$ cat config.mk
export PLATFORM = sky130hd
export DESIGN_NAME = t1c_timer
export DESIGN_NICKNAME = d
export VERILOG_FILES = /design/src/t1c_pkg.sv /design/src/t1c_timer.sv
export SDC_FILE = /design/constraint.sdc
export NUM_CORES = 1
export LEC_CHECK = 0
export BUFFER_PORTS_ARGS = -buffer_cell sky130_fd_sc_hd__buf_2
export CAP_MARGIN = 0
export CORE_UTILIZATION = 55
export DETAILED_ROUTE_END_ITERATION = 10
export MAX_ROUTING_LAYER = met4
export PLACE_DENSITY_LB_ADDON = 0.15
export SLEW_MARGIN = 0
export SYNTH_ARGS = -nofsm -noshare
export SYNTH_HDL_FRONTEND = slang
export SYNTH_SLANG_ARGS = --single-unit
$ cat constraint.sdc
create_clock -name mclk_i -period 3 [get_ports mclk_i]
set_clock_uncertainty 0.2 [all_clocks]
set_input_delay 0.45 -clock mclk_i [delete_from_list [all_inputs] [get_ports mclk_i]]
set_output_delay 0.45 -clock mclk_i [all_outputs]
set_load 0.01 [all_outputs]
$ cat src/t1c_pkg.sv
// Constants shared by the timer control block
package t1c_pkg;
  localparam int ADDR_W = 2;
  localparam int DATA_W = 16;
  localparam logic [ADDR_W-1:0] CTRL_IDX = 2'h0;
  localparam logic [ADDR_W-1:0] COUNT_IDX = 2'h1;
  localparam int RUN_BIT = 15;
  localparam int IDLE_BIT = 13;
  localparam int ESRC_LSB = 8;
  localparam int GATE_BIT = 6;
  localparam int PRE_LSB = 4;
  localparam int SYNC_BIT = 2;
  localparam int SRC_BIT = 1;
  localparam logic [15:0] CTRL_MASK = 16'ha376;
  localparam logic [15:0] CTRL_RESET = 16'h0000;
  localparam logic [15:0] COUNT_RESET = 16'h0000;
  localparam logic [7:0] PRE_RESET = 8'h00;
  localparam logic [1:0] ESRC_SECONDARY_OSC = 2'h0;
  localparam logic [1:0] ESRC_PIN = 2'h1;
  localparam logic [1:0] ESRC_LOW_POWER_RC_OSC = 2'h2;
  localparam logic [1:0] ESRC_RSVD = 2'h3;
  localparam logic [1:0] PRE_SEL_1 = 2'h0;
  localparam logic [1:0] PRE_SEL_8 = 2'h1;
  localparam logic [1:0] PRE_SEL_64 = 2'h2;
  localparam logic [1:0] PRE_SEL_256 = 2'h3;
  localparam logic [7:0] PRE_LAST_1 = 8'h00;
  localparam logic [7:0] PRE_LAST_8 = 8'h07;
  localparam logic [7:0] PRE_LAST_64 = 8'h3f;
  localparam logic [7:0] PRE_LAST_256 = 8'hff;
  localparam int NUM_SRC = 3;
  localparam int SRC_SECONDARY_OSC = 0;
  localparam int SRC_PIN = 1;
  localparam int SRC_LOW_POWER_RC_OSC = 2;
  typedef enum logic [2:0] {
    ST_STOP = 3'b001,
    ST_RUN = 3'b010,
    ST_IDLE = 3'b100
  } t1c_state_t;
endpackage : t1c_pkg

$ cat src/t1c_timer.sv
// Timer control register, clock selection, prescaler and 16-bit count
`timescale 1ns/1ns

// Summary of operation
// - Extended source field used only when source_sel=1
// - Extended codes: 00 secondary_osc, 01 pin, 10 low_power_rc_osc
// - Internal clock plus gate bit gives gated accumulation
// - Gate bit ignored with extended source selected
// - Prescale 11/256, 10/64, 01/8, 00/1
module t1c_timer
  import t1c_pkg::*;
(
  input wire logic mclk_i,
  input wire logic rst_i,
  input wire logic ce_i,
  input wire logic [ADDR_W-1:0] addr_i,
  input wire logic [DATA_W-1:0] wdata_i,
  input wire logic wr_i,
  input wire logic rd_i,
  input wire logic idle_i,
  input wire logic ext_count_pin_i,
  input wire logic low_power_rc_osc_i,
  input wire logic secondary_osc_i,
  output logic [DATA_W-1:0] rdata_o,
  output logic [DATA_W-1:0] count_o,
  output logic running_o
);

  logic [15:0] ctrl;
  logic [15:0] count;
  logic [7:0] pre_cnt;
  t1c_state_t state;
  t1c_state_t next_state;

  // Control fields
  wire counter_run = ctrl[RUN_BIT];
  wire idle_halt = ctrl[IDLE_BIT];
  wire [1:0] ext_source_sel = ctrl[ESRC_LSB+1:ESRC_LSB];
  wire gate_accum_en = ctrl[GATE_BIT];
  wire [1:0] prescale_sel = ctrl[PRE_LSB+1:PRE_LSB];
  // Sync select bit is stored and read back only
  wire source_sel = ctrl[SRC_BIT];

  // Bus decode
  wire wr_ctrl = wr_i && (addr_i == CTRL_IDX);
  wire wr_count = wr_i && (addr_i == COUNT_IDX);
  wire rd_ctrl = rd_i && (addr_i == CTRL_IDX);
  wire rd_count = rd_i && (addr_i == COUNT_IDX);

  // Outside sources: two stages each, then an edge history stage
  wire [NUM_SRC-1:0] src_raw;
  wire [NUM_SRC-1:0] src_sync;
  wire [NUM_SRC-1:0] src_prev;
  wire [NUM_SRC-1:0] src_rise;
  assign src_raw[SRC_SECONDARY_OSC] = secondary_osc_i;
  assign src_raw[SRC_PIN] = ext_count_pin_i;
  assign src_raw[SRC_LOW_POWER_RC_OSC] = low_power_rc_osc_i;

  genvar g;
  generate
    for (g = 0; g < NUM_SRC; g++) begin : g_sync
      logic meta;
      logic held;
      logic prev;
      always_ff @(posedge mclk_i or posedge rst_i) begin
        if (rst_i) begin
          meta <= 1'b0;
          held <= 1'b0;
          prev <= 1'b0;
        end else if (ce_i) begin
          meta <= src_raw[g];
          held <= meta;
          prev <= held;
        end
      end
      assign src_sync[g] = held;
      assign src_prev[g] = prev;
      assign src_rise[g] = held && !prev;
    end
  endgenerate

  // Extended source decode; code 11 yields no edges at all
  wire ext_tick =
    (ext_source_sel == ESRC_SECONDARY_OSC) ? src_rise[SRC_SECONDARY_OSC] :
    (ext_source_sel == ESRC_PIN) ? src_rise[SRC_PIN] :
    (ext_source_sel == ESRC_LOW_POWER_RC_OSC) ? src_rise[SRC_LOW_POWER_RC_OSC] :
    1'b0;

  // Gate follows the count pin; only meaningful on the internal clock
  wire gate_lvl = src_sync[SRC_PIN];
  wire gate_mode = gate_accum_en && !source_sel;

  // mclk is the Fosc/2 instruction clock, so it ticks every cycle
  wire int_tick = gate_mode ? gate_lvl : 1'b1;
  wire raw_tick = source_sel ? ext_tick : int_tick;

  // Prescaler terminal value
  wire [7:0] pre_last =
    (prescale_sel == PRE_SEL_256) ? PRE_LAST_256 :
    (prescale_sel == PRE_SEL_64) ? PRE_LAST_64 :
    (prescale_sel == PRE_SEL_8) ? PRE_LAST_8 :
    PRE_LAST_1;

  // Clearing the run bit stops counting at once, not one cycle late
  wire run_ok = (state == ST_RUN) && counter_run;
  wire pre_adv = run_ok && raw_tick;
  wire pre_tick = pre_adv && (pre_cnt == pre_last);
  // Rewriting control while running restarts the prescale phase
  wire pre_clr = !counter_run || wr_ctrl;

  wire [7:0] next_pre_cnt =
    pre_clr ? PRE_RESET :
    pre_tick ? PRE_RESET :
    pre_adv ? 8'(pre_cnt + 8'h01) :
    pre_cnt;

  wire [15:0] next_count =
    wr_count ? wdata_i :
    pre_tick ? 16'(count + 16'h0001) :
    count;

  // Run state: stopped, running, or halted by idle request
  always_comb begin
    case (state)
      ST_STOP: begin
        next_state = counter_run ? ST_RUN : ST_STOP;
      end
      ST_RUN: begin
        if (!counter_run) begin
          next_state = ST_STOP;
        end else if (idle_i && idle_halt) begin
          next_state = ST_IDLE;
        end else begin
          next_state = ST_RUN;
        end
      end
      ST_IDLE: begin
        if (!counter_run) begin
          next_state = ST_STOP;
        end else if (!(idle_i && idle_halt)) begin
          next_state = ST_RUN;
        end else begin
          next_state = ST_IDLE;
        end
      end
      default: begin
        next_state = ST_STOP;
      end
    endcase
  end

  // State follows control one cycle late; counting starts after that
  always_ff @(posedge mclk_i or posedge rst_i) begin
    if (rst_i) begin
      state <= ST_STOP;
      pre_cnt <= PRE_RESET;
      count <= COUNT_RESET;
    end else if (ce_i) begin
      state <= next_state;
      pre_cnt <= next_pre_cnt;
      count <= next_count;
    end
  end

  // Reserved bits are never stored, so they read back as zero
  always_ff @(posedge mclk_i or posedge rst_i) begin
    if (rst_i) begin
      ctrl <= CTRL_RESET;
    end else if (ce_i && wr_ctrl) begin
      ctrl <= wdata_i & CTRL_MASK;
    end
  end

  wire [15:0] rd_mux =
    rd_ctrl ? ctrl :
    rd_count ? count :
    16'h0000;

  always_ff @(posedge mclk_i or posedge rst_i) begin
    if (rst_i) begin
      rdata_o <= 16'h0000;
    end else if (ce_i) begin
      rdata_o <= rd_mux;
    end
  end

  assign count_o = count;
  assign running_o = run_ok;

  ext_ignored_a: assert property (
    @(posedge mclk_i) disable iff (rst_i)
    (!source_sel && !gate_accum_en) |-> raw_tick)
    else $error("internal clock did not tick every cycle");

  ext_decode_a: assert property (
    @(posedge mclk_i) disable iff (rst_i)
    (source_sel && ext_source_sel == ESRC_PIN)
      |-> (raw_tick == (src_sync[SRC_PIN] && !src_prev[SRC_PIN])))
    else $error("pin source edge not followed");

  ext_reserved_a: assert property (
    @(posedge mclk_i) disable iff (rst_i)
    (source_sel && ext_source_sel == ESRC_RSVD) |-> !raw_tick)
    else $error("reserved source produced ticks");

  gate_hold_a: assert property (
    @(posedge mclk_i) disable iff (rst_i)
    (ce_i && run_ok && !source_sel && gate_accum_en && !gate_lvl
      && !wr_count) |=> (count == $past(count)))
    else $error("count moved with gate low");

  gate_ignored_a: assert property (
    @(posedge mclk_i) disable iff (rst_i)
    (ce_i && run_ok && source_sel && gate_accum_en && ext_tick
      && prescale_sel == PRE_SEL_1 && !wr_count && !wr_ctrl)
      |=> (count == 16'($past(count) + 16'h0001)))
    else $error("gate bit stopped extended counting");

  pre_eight_a: assert property (
    @(posedge mclk_i) disable iff (rst_i)
    (pre_tick && prescale_sel == PRE_SEL_8) |-> (pre_cnt == 8'h07))
    else $error("divide by 8 terminal wrong");

  pre_early_a: assert property (
    @(posedge mclk_i) disable iff (rst_i)
    (prescale_sel == PRE_SEL_256 && pre_cnt != 8'hff) |-> !pre_tick)
    else $error("divide by 256 ticked early");

  low_power_rc_osc_select_a: assert property (
    @(posedge mclk_i) disable iff (rst_i)
    (source_sel && ext_source_sel == ESRC_LOW_POWER_RC_OSC)
      |-> (raw_tick == src_rise[SRC_LOW_POWER_RC_OSC]))
    else $error("oscillator source not followed");

  stop_hold_a: assert property (
    @(posedge mclk_i) disable iff (rst_i)
    (!counter_run && !wr_count) |=> $stable(count))
    else $error("count moved while stopped");

  run_start_a: assert property (
    @(posedge mclk_i) disable iff (rst_i)
    (ce_i && state == ST_STOP && counter_run && !idle_i)
      |=> (state == ST_RUN))
    else $error("run bit did not start timer");

  ce_freeze_a: assert property (
    @(posedge mclk_i) disable iff (rst_i)
    !ce_i |=> ($stable(count) && $stable(ctrl) && $stable(state)
      && $stable(rdata_o)))
    else $error("state moved with clock enable low");

  ctrl_mask_a: assert property (
    @(posedge mclk_i) disable iff (rst_i)
    (ctrl & ~CTRL_MASK) == 16'h0000)
    else $error("reserved control bit stored");

  rd_quiet_a: assert property (
    @(posedge mclk_i) disable iff (rst_i)
    (ce_i && !rd_i) |=> (rdata_o == 16'h0000))
    else $error("read data stood without a read");

  count_load_a: assert property (
    @(posedge mclk_i) disable iff (rst_i)
    (ce_i && wr_count) |=> (count == $past(wdata_i)))
    else $error("count write lost");

  secondary_osc_select_a: assert property (
    @(posedge mclk_i) disable iff (rst_i)
    (source_sel && ext_source_sel == ESRC_SECONDARY_OSC)
      |-> (raw_tick == src_rise[SRC_SECONDARY_OSC]))
    else $error("secondary source not followed");

  gate_only_a: assert property (
    @(posedge mclk_i) disable iff (rst_i)
    source_sel |-> !gate_mode)
    else $error("gating active on extended source");

  gate_count_a: assert property (
    @(posedge mclk_i) disable iff (rst_i)
    (ce_i && run_ok && !source_sel && gate_accum_en && gate_lvl
      && prescale_sel == PRE_SEL_1 && !wr_count && !wr_ctrl)
      |=> (count == 16'($past(count) + 16'h0001)))
    else $error("count held with gate high");

  gate_off_a: assert property (
    @(posedge mclk_i) disable iff (rst_i)
    (ce_i && run_ok && !source_sel && !gate_accum_en && !gate_lvl
      && prescale_sel == PRE_SEL_1 && !wr_count && !wr_ctrl)
      |=> (count == 16'($past(count) + 16'h0001)))
    else $error("gating applied while disabled");

  pre_sixtyfour_a: assert property (
    @(posedge mclk_i) disable iff (rst_i)
    (pre_tick && prescale_sel == PRE_SEL_64) |-> (pre_cnt == 8'h3f))
    else $error("divide by 64 terminal wrong");

  pre_restart_a: assert property (
    @(posedge mclk_i) disable iff (rst_i)
    (ce_i && wr_ctrl) |=> (pre_cnt == PRE_RESET))
    else $error("control write kept prescale phase");

  idle_freeze_a: assert property (
    @(posedge mclk_i) disable iff (rst_i)
    (state == ST_IDLE && !wr_count) |=> $stable(count))
    else $error("count moved while idle halted");

  stop_state_a: assert property (
    @(posedge mclk_i) disable iff (rst_i)
    (ce_i && !counter_run) |=> (state == ST_STOP))
    else $error("run bit clear did not stop timer");

endmodule : t1c_timer

**Word-level counts from Yosys, hierarchy flattened**

Index checks and enable logic that the tools add are counted.

- Flip-flop bits (word level): 61
- Input bits: 27
- Output and inout port bits: 33
- Logic and storage cells: 71

- Add/sub/neg operators: 2
- Equality and inequality tests: 10
- Muxes and demuxes: 19
- Reduce and logical (&&, ||, !) cells: 26

Operators with widths:

| kind | count |
|---|---|
| $mux 16 | 4 |
| $mux 8 | 4 |
| $add 16x1->16 const B | 1 |
| $logic_and 1x1->1 | 13 |
| $mux 3 | 3 |
| $add 8x1->8 const B | 1 |
| $eq 8x8->1 | 1 |
| $eq 2x1->1 const B | 3 |
| $eq 2x2->1 const B | 3 |
| $mux 6 | 1 |
| $pmux 3 s2 | 1 |
| $logic_not 1->1 | 5 |
| $mux 1 | 5 |
| $logic_not 2->1 | 2 |
| $reduce_and 2->1 | 2 |
| $eq 3x1->1 const B | 1 |
| $eq 3x2->1 const B | 1 |
| $eq 3x3->1 const B | 1 |
| $reduce_bool 3->1 | 1 |
| $mux 2 | 1 |
| $reduce_bool 2->1 | 1 |
| $reduce_or 2->1 | 1 |
| $logic_or 1x1->1 | 1 |

**Logic depth before layout (Yosys ltp)**

Gate-level depths: netlist (run 1).

- Depth in word-level cells: 10
- Depth in mapped cells: 7
- Mapped depth without buffers: 7

**Worst setup path before layout (run 1)**

Ideal clock, no wire load.

- Path type: register -> register
- Start: register ctrl[5]
- End: register count[14] (netlist: count_o[14])
- Library setup time: 0.125 ns
- Arrival time: 1.764 ns
- Required time: 2.675 ns
- Path slack: 0.912 ns
- Cell stages (with the launch flop): 6
- Path buffers: 0
- Clock period less this slack: 2.088 ns
- Cells stage by stage: dfrtp_1 > a211o_2 > a211oi_2 > nand2_2 > nor3_1 > mux2_2

- Longest elaborated chain between the ends: 8
- Elaborated cells on any way between the ends: 10
- Classes of those cells: eq/ne (4); mux (3); reduce/logical (3)

RTL lines:

| item | RTL line | text |
|---|---|---|
| start: declaration | t1c_timer.sv:29 | `logic [15:0] ctrl;` |
| start signal: assignment | t1c_timer.sv:170 | `ctrl <= wdata_i & CTRL_MASK;` |
| $eq 2x1->1 | t1c_timer.sv:101 | `(prescale_sel == PRE_SEL_8) ? PRE_LAST_8 :` |
| $mux 3 | t1c_timer.sv:101 |  |
| $mux 6 | t1c_timer.sv:100 | `(prescale_sel == PRE_SEL_64) ? PRE_LAST_64 :` |
| $mux 8 (*) | t1c_timer.sv:99 | `(prescale_sel == PRE_SEL_256) ? PRE_LAST_256 :` |
| $eq 8x8->1 (*) | t1c_timer.sv:107 | `wire pre_tick = pre_adv && (pre_cnt == pre_last);` |
| $logic_and 1x1->1 (*) | t1c_timer.sv:107 |  |
| $reduce_bool 2->1 (no source line) (*) | - |  |
| $reduce_and 2->1 (no source line) (*) | - |  |
| end signal: assignment | t1c_timer.sv:161 | `count <= next_count;` |
| end: declaration | t1c_timer.sv:30 | `logic [15:0] count;` |

Mark *: on every way between the ends. The rest lies on a longest branch, timed or not.
A chain may end at the register's enable or synchronous reset.

**Final worst setup path (run 1)**

Same ends and word-level chain as after synthesis.

==> impl_metrics.yaml, run 1 <==
cells_and_area:
  stdcell_area_um2: 3770
  fin_nets: 426
  num_antenna_cells: 0
  area_growth_pct: 17.5
  drive_gt1_share_pct: 27.4
power:
  power.ir.vdd_worst_mv: 0.388
  switchingPower_w: 0.000676
  share_clk_of_total_power_pct: 31.5
  pwr-share-comb_pct: 19.7
  internal_power_contribution_w: 0.00150
  post-layout-total-power_w: 0.00217
  pwr-share-seq_pct: 48.8
  powerDensity_nw_per_um2: 577
  switching_share_pct: 31.1
  power_leakage_nw: 1.74
synth:
  ys_seq_area_share_pct: 47.6
  synth_nets: 367
  synth_ff_type: "dfrtp_1"
  syn_area_per_cell_um2: 9.49
  postSynthRegisterBits: 61
  post_synth_inst_count: 338
  synth_async_sr_flop_share_pct: 100
  netlist_area_um2: 3210
  synth_cell_type_count: 58
  synth_edf_count: 0
  ys_warn_count: 0
sta:
  worstMarginPinSlew_ns: 0.694
  rsz0062_at_grt: "no"
  hold_ws_ns: 0.136
  timing_max_transition_violations_final: 0
  finalWorstPathRequiredPeriod_ns: 2.55
  min_period_over_period_pct: 85.0
  hold_viol: 0
  final-setup-viol-count: 0
  max_clock_freq_mhz: 392
  setup_tns_ns: 0
  slew-limit-headroom_pct: 53.7
cts:
  postCtsResizedCells: 0
  cts.path.max_buffers: 2
  clock_tree_from_tritoncts: "built"
  cts_sinks: 61
  ctsHtreeMaxLevel: 3
  clock_latency_ns: 0.35
  buffers_inserted_during_post_cts_setup_optimization: 0
  cts_root_buf: "clkbuf_8"
  cts_inserted_buffers: 9
  clkSlewWorstSetupHoldPaths_ns: 0.07
  postCtsHoldBufs: 1
die:
  placeableCoreArea_um2: 5570
  floorplan.rows: 27
  chipWidth_um: 78.4
  die_area_um2: 6140
  start_util_pct: 57.6
  die_h_um: 78.4
  pin_count: 60
critical_path:
  timing.critical_path.to_type: "register"
  cp-startpoint: "ctrl[5]"
  rr_endpoint: "count_o[14]"
  critPathMaxFanout: 9
  setup.worst_path.end: "count_o[14]"
  worstSetupStartpointType: "register"
  criticalPathCategory: "reg2reg"
  reg2reg_from: "ctrl[5]"
  cp_data_required_time_ns: 3.04
  reg2reg_slack_ns: 0.45
  timing.reg2reg.worst_path_depth: 6
  worst_ep_arrival_time_ns: 2.59
global_routing:
  antenna_found_initial: 0
  pin_count_of_the_biggest_net_entering_global_routing: 62
  grt_pass1_wl_mm: 12.9
  number_of_global_route_vias_before_repair: 2536
  globalRouteTotalUtil_pct: 29.0
  gr-total-overflow: 0
routing:
  drtIter0Drc: 303
  drc_errors: 0
  num_vias: 2860
  routed_via_density: 6.03
  routed_wl_mm: 7.82
  detailedRoute.firstPassIterationCount: 4
  antenna_violating_nets_post_route: 0
  post_drt_wl_per_cell_um: 16.5
run:
  cap_viol_max_count: 0
place:
  dp.final_hpwl_mm: 5.39
  cell_area_after_placement_um2: 3570
  place.port_buffers: 59
  gp_routability_congestion: 0.897
hold_path:
  hp-class: "in2reg"
run_status:
  status: "finished clean"
worst min-delay path by stage:
stage                                   from             end  slack [ns]  depth (start not counted)
final                        secondary_osc_i  g_sync[0].meta        0.14                          2
after global routing         ext_count_pin_i  g_sync[1].meta        0.12                          2
after CTS                 low_power_rc_osc_i  g_sync[2].meta        0.12                          2
after detailed placement      g_sync[1].meta  g_sync[1].held        0.28                          2
after global placement        g_sync[1].meta  g_sync[1].held        0.27                          2
after floorplan               g_sync[1].meta  g_sync[1].held        0.25                          2
sequential cells by signal (all words and copies together) (netlist names):
signal,count
count_o,16
rdata_o,16
ctrl,9
pre_cnt,8
g_sync.held,3
g_sync.meta,3
g_sync.prev,3
state,3
synth_stat cells (3+ instances only):
| cell | number | area share (%) |
|---|---|---|
| o311a_1 | 3 | 0.94 |
| nor2_1 | 39 | 4.6 |
| a21oi_1 | 14 | 2.2 |
| dfrtp_1 | 60 | 47 |
| o21ai_0 | 18 | 2.8 |
| nor3_1 | 9 | 1.4 |
| o22ai_1 | 11 | 2.1 |
| nand3_1 | 20 | 3.1 |
| a22o_1 | 4 | 1.1 |
| clkbuf_1 | 13 | 1.5 |
| inv_1 | 18 | 2.1 |
| nand4_1 | 6 | 1.2 |
| and3_1 | 8 | 1.6 |
| a311oi_1 | 3 | 0.82 |
| mux2_2 | 18 | 6.3 |
| a221oi_1 | 9 | 2.5 |
| and3b_1 | 3 | 0.82 |
| and2_1 | 3 | 0.59 |
| nand2_1 | 22 | 2.6 |
| a2bb2oi_1 | 6 | 1.6 |
| a211o_1 | 3 | 0.82 |
cell type report:
type / count / area [um2]
fill: 455 / 1810
timing repair buffer: 66 / 363
clock inverter: 3 / 18.8
tap: 72 / 90.1
sequential: 61 / 1530
inverter: 19 / 71.3
multi-input combinational: 240 / 1530
clock buffer: 13 / 169
cells in the final DEF, fill, tap and decap left out, types with 3 or more instances in the layout:
cell,synthesis,routed
a211o_1,3,3
nand4_1,6,6
nand3_1,20,20
mux2_2,18,18
dfrtp_1,60,60
o22ai_1,11,11
o21ai_0,18,18
clkbuf_8,0,12
nor3_1,9,9
a22o_1,4,4
and2_1,3,3
a21oi_1,14,14
a2bb2oi_1,6,6
and3b_1,3,3
buf_2,1,59
a311oi_1,3,3
nand2_1,22,22
inv_1,18,17
and3_1,8,8
o311a_1,3,3
nor2_1,39,39
a221oi_1,9,9
buf_4,1,5
power by group through the flow:
stage,Clock [W],Combinational [W],Sequential (W)
2_1_floorplan,0,0.000282,0.00106
3_3_place_gp,0,0.000417,0.00106
3_5_place_dp,0,0.000428,0.00107
4_1_cts,0.000701,0.000431,0.00106
5_1_grt,0.000734,0.000480,0.00108
6_report,0.000685,0.000429,0.00106
worst max-delay path: stages (launching register included):
cell	delay (ns)
dfrtp_1	0.43
nor4_1	0.30
a31oi_1	0.08
a211oi_2	0.57
nand2_2	0.24
nor3_1	0.27
mux2_2	0.35
metrics by stage:
stage	std cells	worst slack [ns]	utilization, %
after floorplan	338	0.839	-
after global placement	457	0.506	64.1
after detailed placement	457	0.497	64.1
after CTS	474	0.486	67.6
after global routing	474	0.252	67.6
final	474	0.450	67.6
metal layers:
| metal | track usage [%] | wire, um | up-vias |
|---|---|---|---|
| met3 | 5.35 | 461 | 16 |
| met2 | 40.9 | 3440 | 108 |
| met4 | 13.7 | 190 | 0 |
| li1 | - | - | 1371 |
| met1 | 40.4 | 3730 | 1365 |
| met5 | - | 0 | - |
cell families after synthesis:
family                   after synthesis  share of synthesized area (%)
AO/OA/AOI/OAI                         89                           19.6
XOR/XNOR                               1                          0.273
adder cells (fa/ha/maj)                2                          0.780
buffers and inverters                 37                           4.72
flip-flops                            61                           47.6
multiplexers                          19                           6.63
AND/OR/NAND/NOR                      129                           20.4
Note: power is estimated with default switching activity, not from simulation.
==> run 2, diff against run 1 <==
--- a/config.mk
+++ b/config.mk
@@ -7,6 +7,7 @@
 export LEC_CHECK = 0
 export BUFFER_PORTS_ARGS = -buffer_cell sky130_fd_sc_hd__buf_2
 export CAP_MARGIN = 0
+export CORE_ASPECT_RATIO = 0.9
 export CORE_UTILIZATION = 55
 export DETAILED_ROUTE_END_ITERATION = 10
 export MAX_ROUTING_LAYER = met4
==> run 2 against run 1 <==
Global-route usage shrank 0.74 points; count of clock-buffer cells in the layout shrank 3; first-iteration DRC count shrank 30%; register-to-register slack gained 0.15 ns; utilization shrank 0.96 points; wire length shrank 0.17%; final area is essentially flat; sequential share of layout area is essentially flat; largest power group unchanged.
==> impl_metrics.yaml, run 2 (same netlist as run 1, synthesis figures left out) <==
run_status:
  status: "finished clean"
routing:
  detailedRoute.firstPassIterationCount: 5
  routed_via_density: 6.16
  drtIter0Drc: 212
  antenna_violating_nets_post_route: 0
  drc_errors: 0
  num_vias: 2894
  routed_wl_mm: 7.81
  post_drt_wl_per_cell_um: 16.6
power:
  pwr-share-seq_pct: 46.1
  internal_power_contribution_w: 0.00162
  pwr-share-comb_pct: 18.5
  powerDensity_nw_per_um2: 609
  share_clk_of_total_power_pct: 35.4
  power.ir.vdd_worst_mv: 0.336
  power_leakage_nw: 1.74
  switching_share_pct: 29.6
  switchingPower_w: 0.000681
cts:
  clock_tree_from_tritoncts: "built"
  buffers_inserted_during_post_cts_setup_optimization: 0
  cts_root_buf: "clkbuf_8"
  clock_latency_ns: 0.34
  postCtsHoldBufs: 0
  cts_sinks: 61
  cts_inserted_buffers: 9
  postCtsResizedCells: 0
  cts.path.max_buffers: 2
  clkSlewWorstSetupHoldPaths_ns: 0.07
  ctsHtreeMaxLevel: 3
cells_and_area:
  layout_commonest_cell: "dfrtp_1"
  num-fill-cells: 497
  num_antenna_cells: 0
  drive_gt1_share_pct: 27.5
  layout.cells.most_common_list: "dfrtp_1, buf_2, nor2_1"
  fin_nets: 424
  area_growth_pct: 17.6
  multi_input_comb_area_um2: 1530
  post_layout_cell_count: 470
  flip_flop_and_latch_area_um2: 1530
critical_path:
  timing.critical_path.to_type: "register"
  worst_ep_arrival_time_ns: 2.43
  cp_data_required_time_ns: 3.02
  worstSetupStartpointType: "register"
  criticalPathCategory: "reg2reg"
  critPathMaxFanout: 9
global_routing:
  global_route.usage.met1_pct: 39.5
  antenna_found_initial: 0
  gr-total-overflow: 0
  pin_count_of_the_biggest_net_entering_global_routing: 62
  met2_usage_pct: 39.6
  busiest_layer: "met2"
  gr-usage-met3_pct: 8.10
  globalRouteTotalUtil_pct: 28.2
  grt_pass1_wl_mm: 12.4
  number_of_global_route_vias_before_repair: 2457
sta:
  hold_viol: 0
  setup_tns_ns: 0
  final-setup-viol-count: 0
  min_period_over_period_pct: 80.1
  finalWorstPathRequiredPeriod_ns: 2.40
  rsz0062_at_grt: "no"
  slew-limit-headroom_pct: 48.7
  timing_max_transition_violations_final: 0
  worstMarginPinSlew_ns: 0.769
  max_clock_freq_mhz: 416
die:
  floorplan.rows: 26
  chipWidth_um: 82.5
  die_area_um2: 6140
  placeableCoreArea_um2: 5660
  start_util_pct: 56.7
  die_h_um: 74.5
  pin_count: 60
hold_path:
  hp-class: "in2async"
place:
  gp_routability_congestion: 0.939
  placed_cells_incl_taps: 454
  place.port_buffers: 59
  dp.final_hpwl_mm: 5.49
run:
  cap_viol_max_count: 0
run 2: cell count changes in the layout (fill, tap and decap cells not counted):
cell,change
clkbuf_8,-2
dlygate4sd3_1,-1
clkinvlp_4,+1
bufinv_16,+2
buf_12,-1
clkbuf_1,-1
run 2: worst paths after layout:
check                              end        from  depth (start not counted)  slack, ns
min in group mclk_i            ctrl[8]  wdata_i[8]                          3       0.14
max reg2reg                count_o[14]     ctrl[5]                          5       0.60
max                        count_o[14]     ctrl[5]                          5       0.60
min reg2reg                 rdata_o[8]  rdata_o[8]                          2       0.30
min                        rdata_o[14]       rst_i                          3       0.13
max in group asynchronous   pre_cnt[0]       rst_i                          3       1.97
run 2: final cells by class:
cell class                      instances  share of cell area [%]
Timing Repair Buffer                   64                    8.82
Clock inverter                          6                    2.29
Tap cell                               70                    2.32
Multi-Input combinational cell        240                    40.5
Clock buffer                           10                    3.65
Sequential cell                        61                    40.5
Inverter                               19                    1.89
run 2: layer usage:
metal	vias to the layer above	share of wire, %
li1	1371	-
met1	1377	47
met2	132	44
met3	14	6.9
met4	0	1.4
met5	-	0
run 2: power groups by stage:
| stage | Combinational, W | Clock, W | Sequential [W] |
|---|---|---|---|
| global route | 0.000472 | 0.000869 | 0.00108 |
| finish | 0.000425 | 0.000814 | 0.00106 |
| detailed placement | 0.000423 | 0 | 0.00107 |
| floorplan | 0.000282 | 0 | 0.00106 |
| global placement | 0.000417 | 0 | 0.00107 |
| CTS | 0.000425 | 0.000833 | 0.00106 |
run 2: critical path, stage by stage, from the launching register on:
cell and delay, ns:
dfrtp_1 0.44, a211o_2 0.36, a211oi_2 0.44, nand2_2 0.24
nor3_1 0.25, mux2_2 0.35
run 2: stage by stage:
step / hold WS (ns) / utilization [%] / area, um2 / worst slack [ns] / power, W
detailed placement: 0.291 / 62.7 / 3550 / 0.639 / 0.00149
floorplan: 0.249 / - / 3210 / 0.839 / 0.00134
finish: 0.126 / 66.6 / 3770 / 0.598 / 0.00230
global route: 0.135 / 66.6 / 3770 / 0.441 / 0.00242
CTS: 0.128 / 66.6 / 3770 / 0.634 / 0.00231
global placement: 0.282 / 62.7 / 3550 / 0.702 / 0.00148
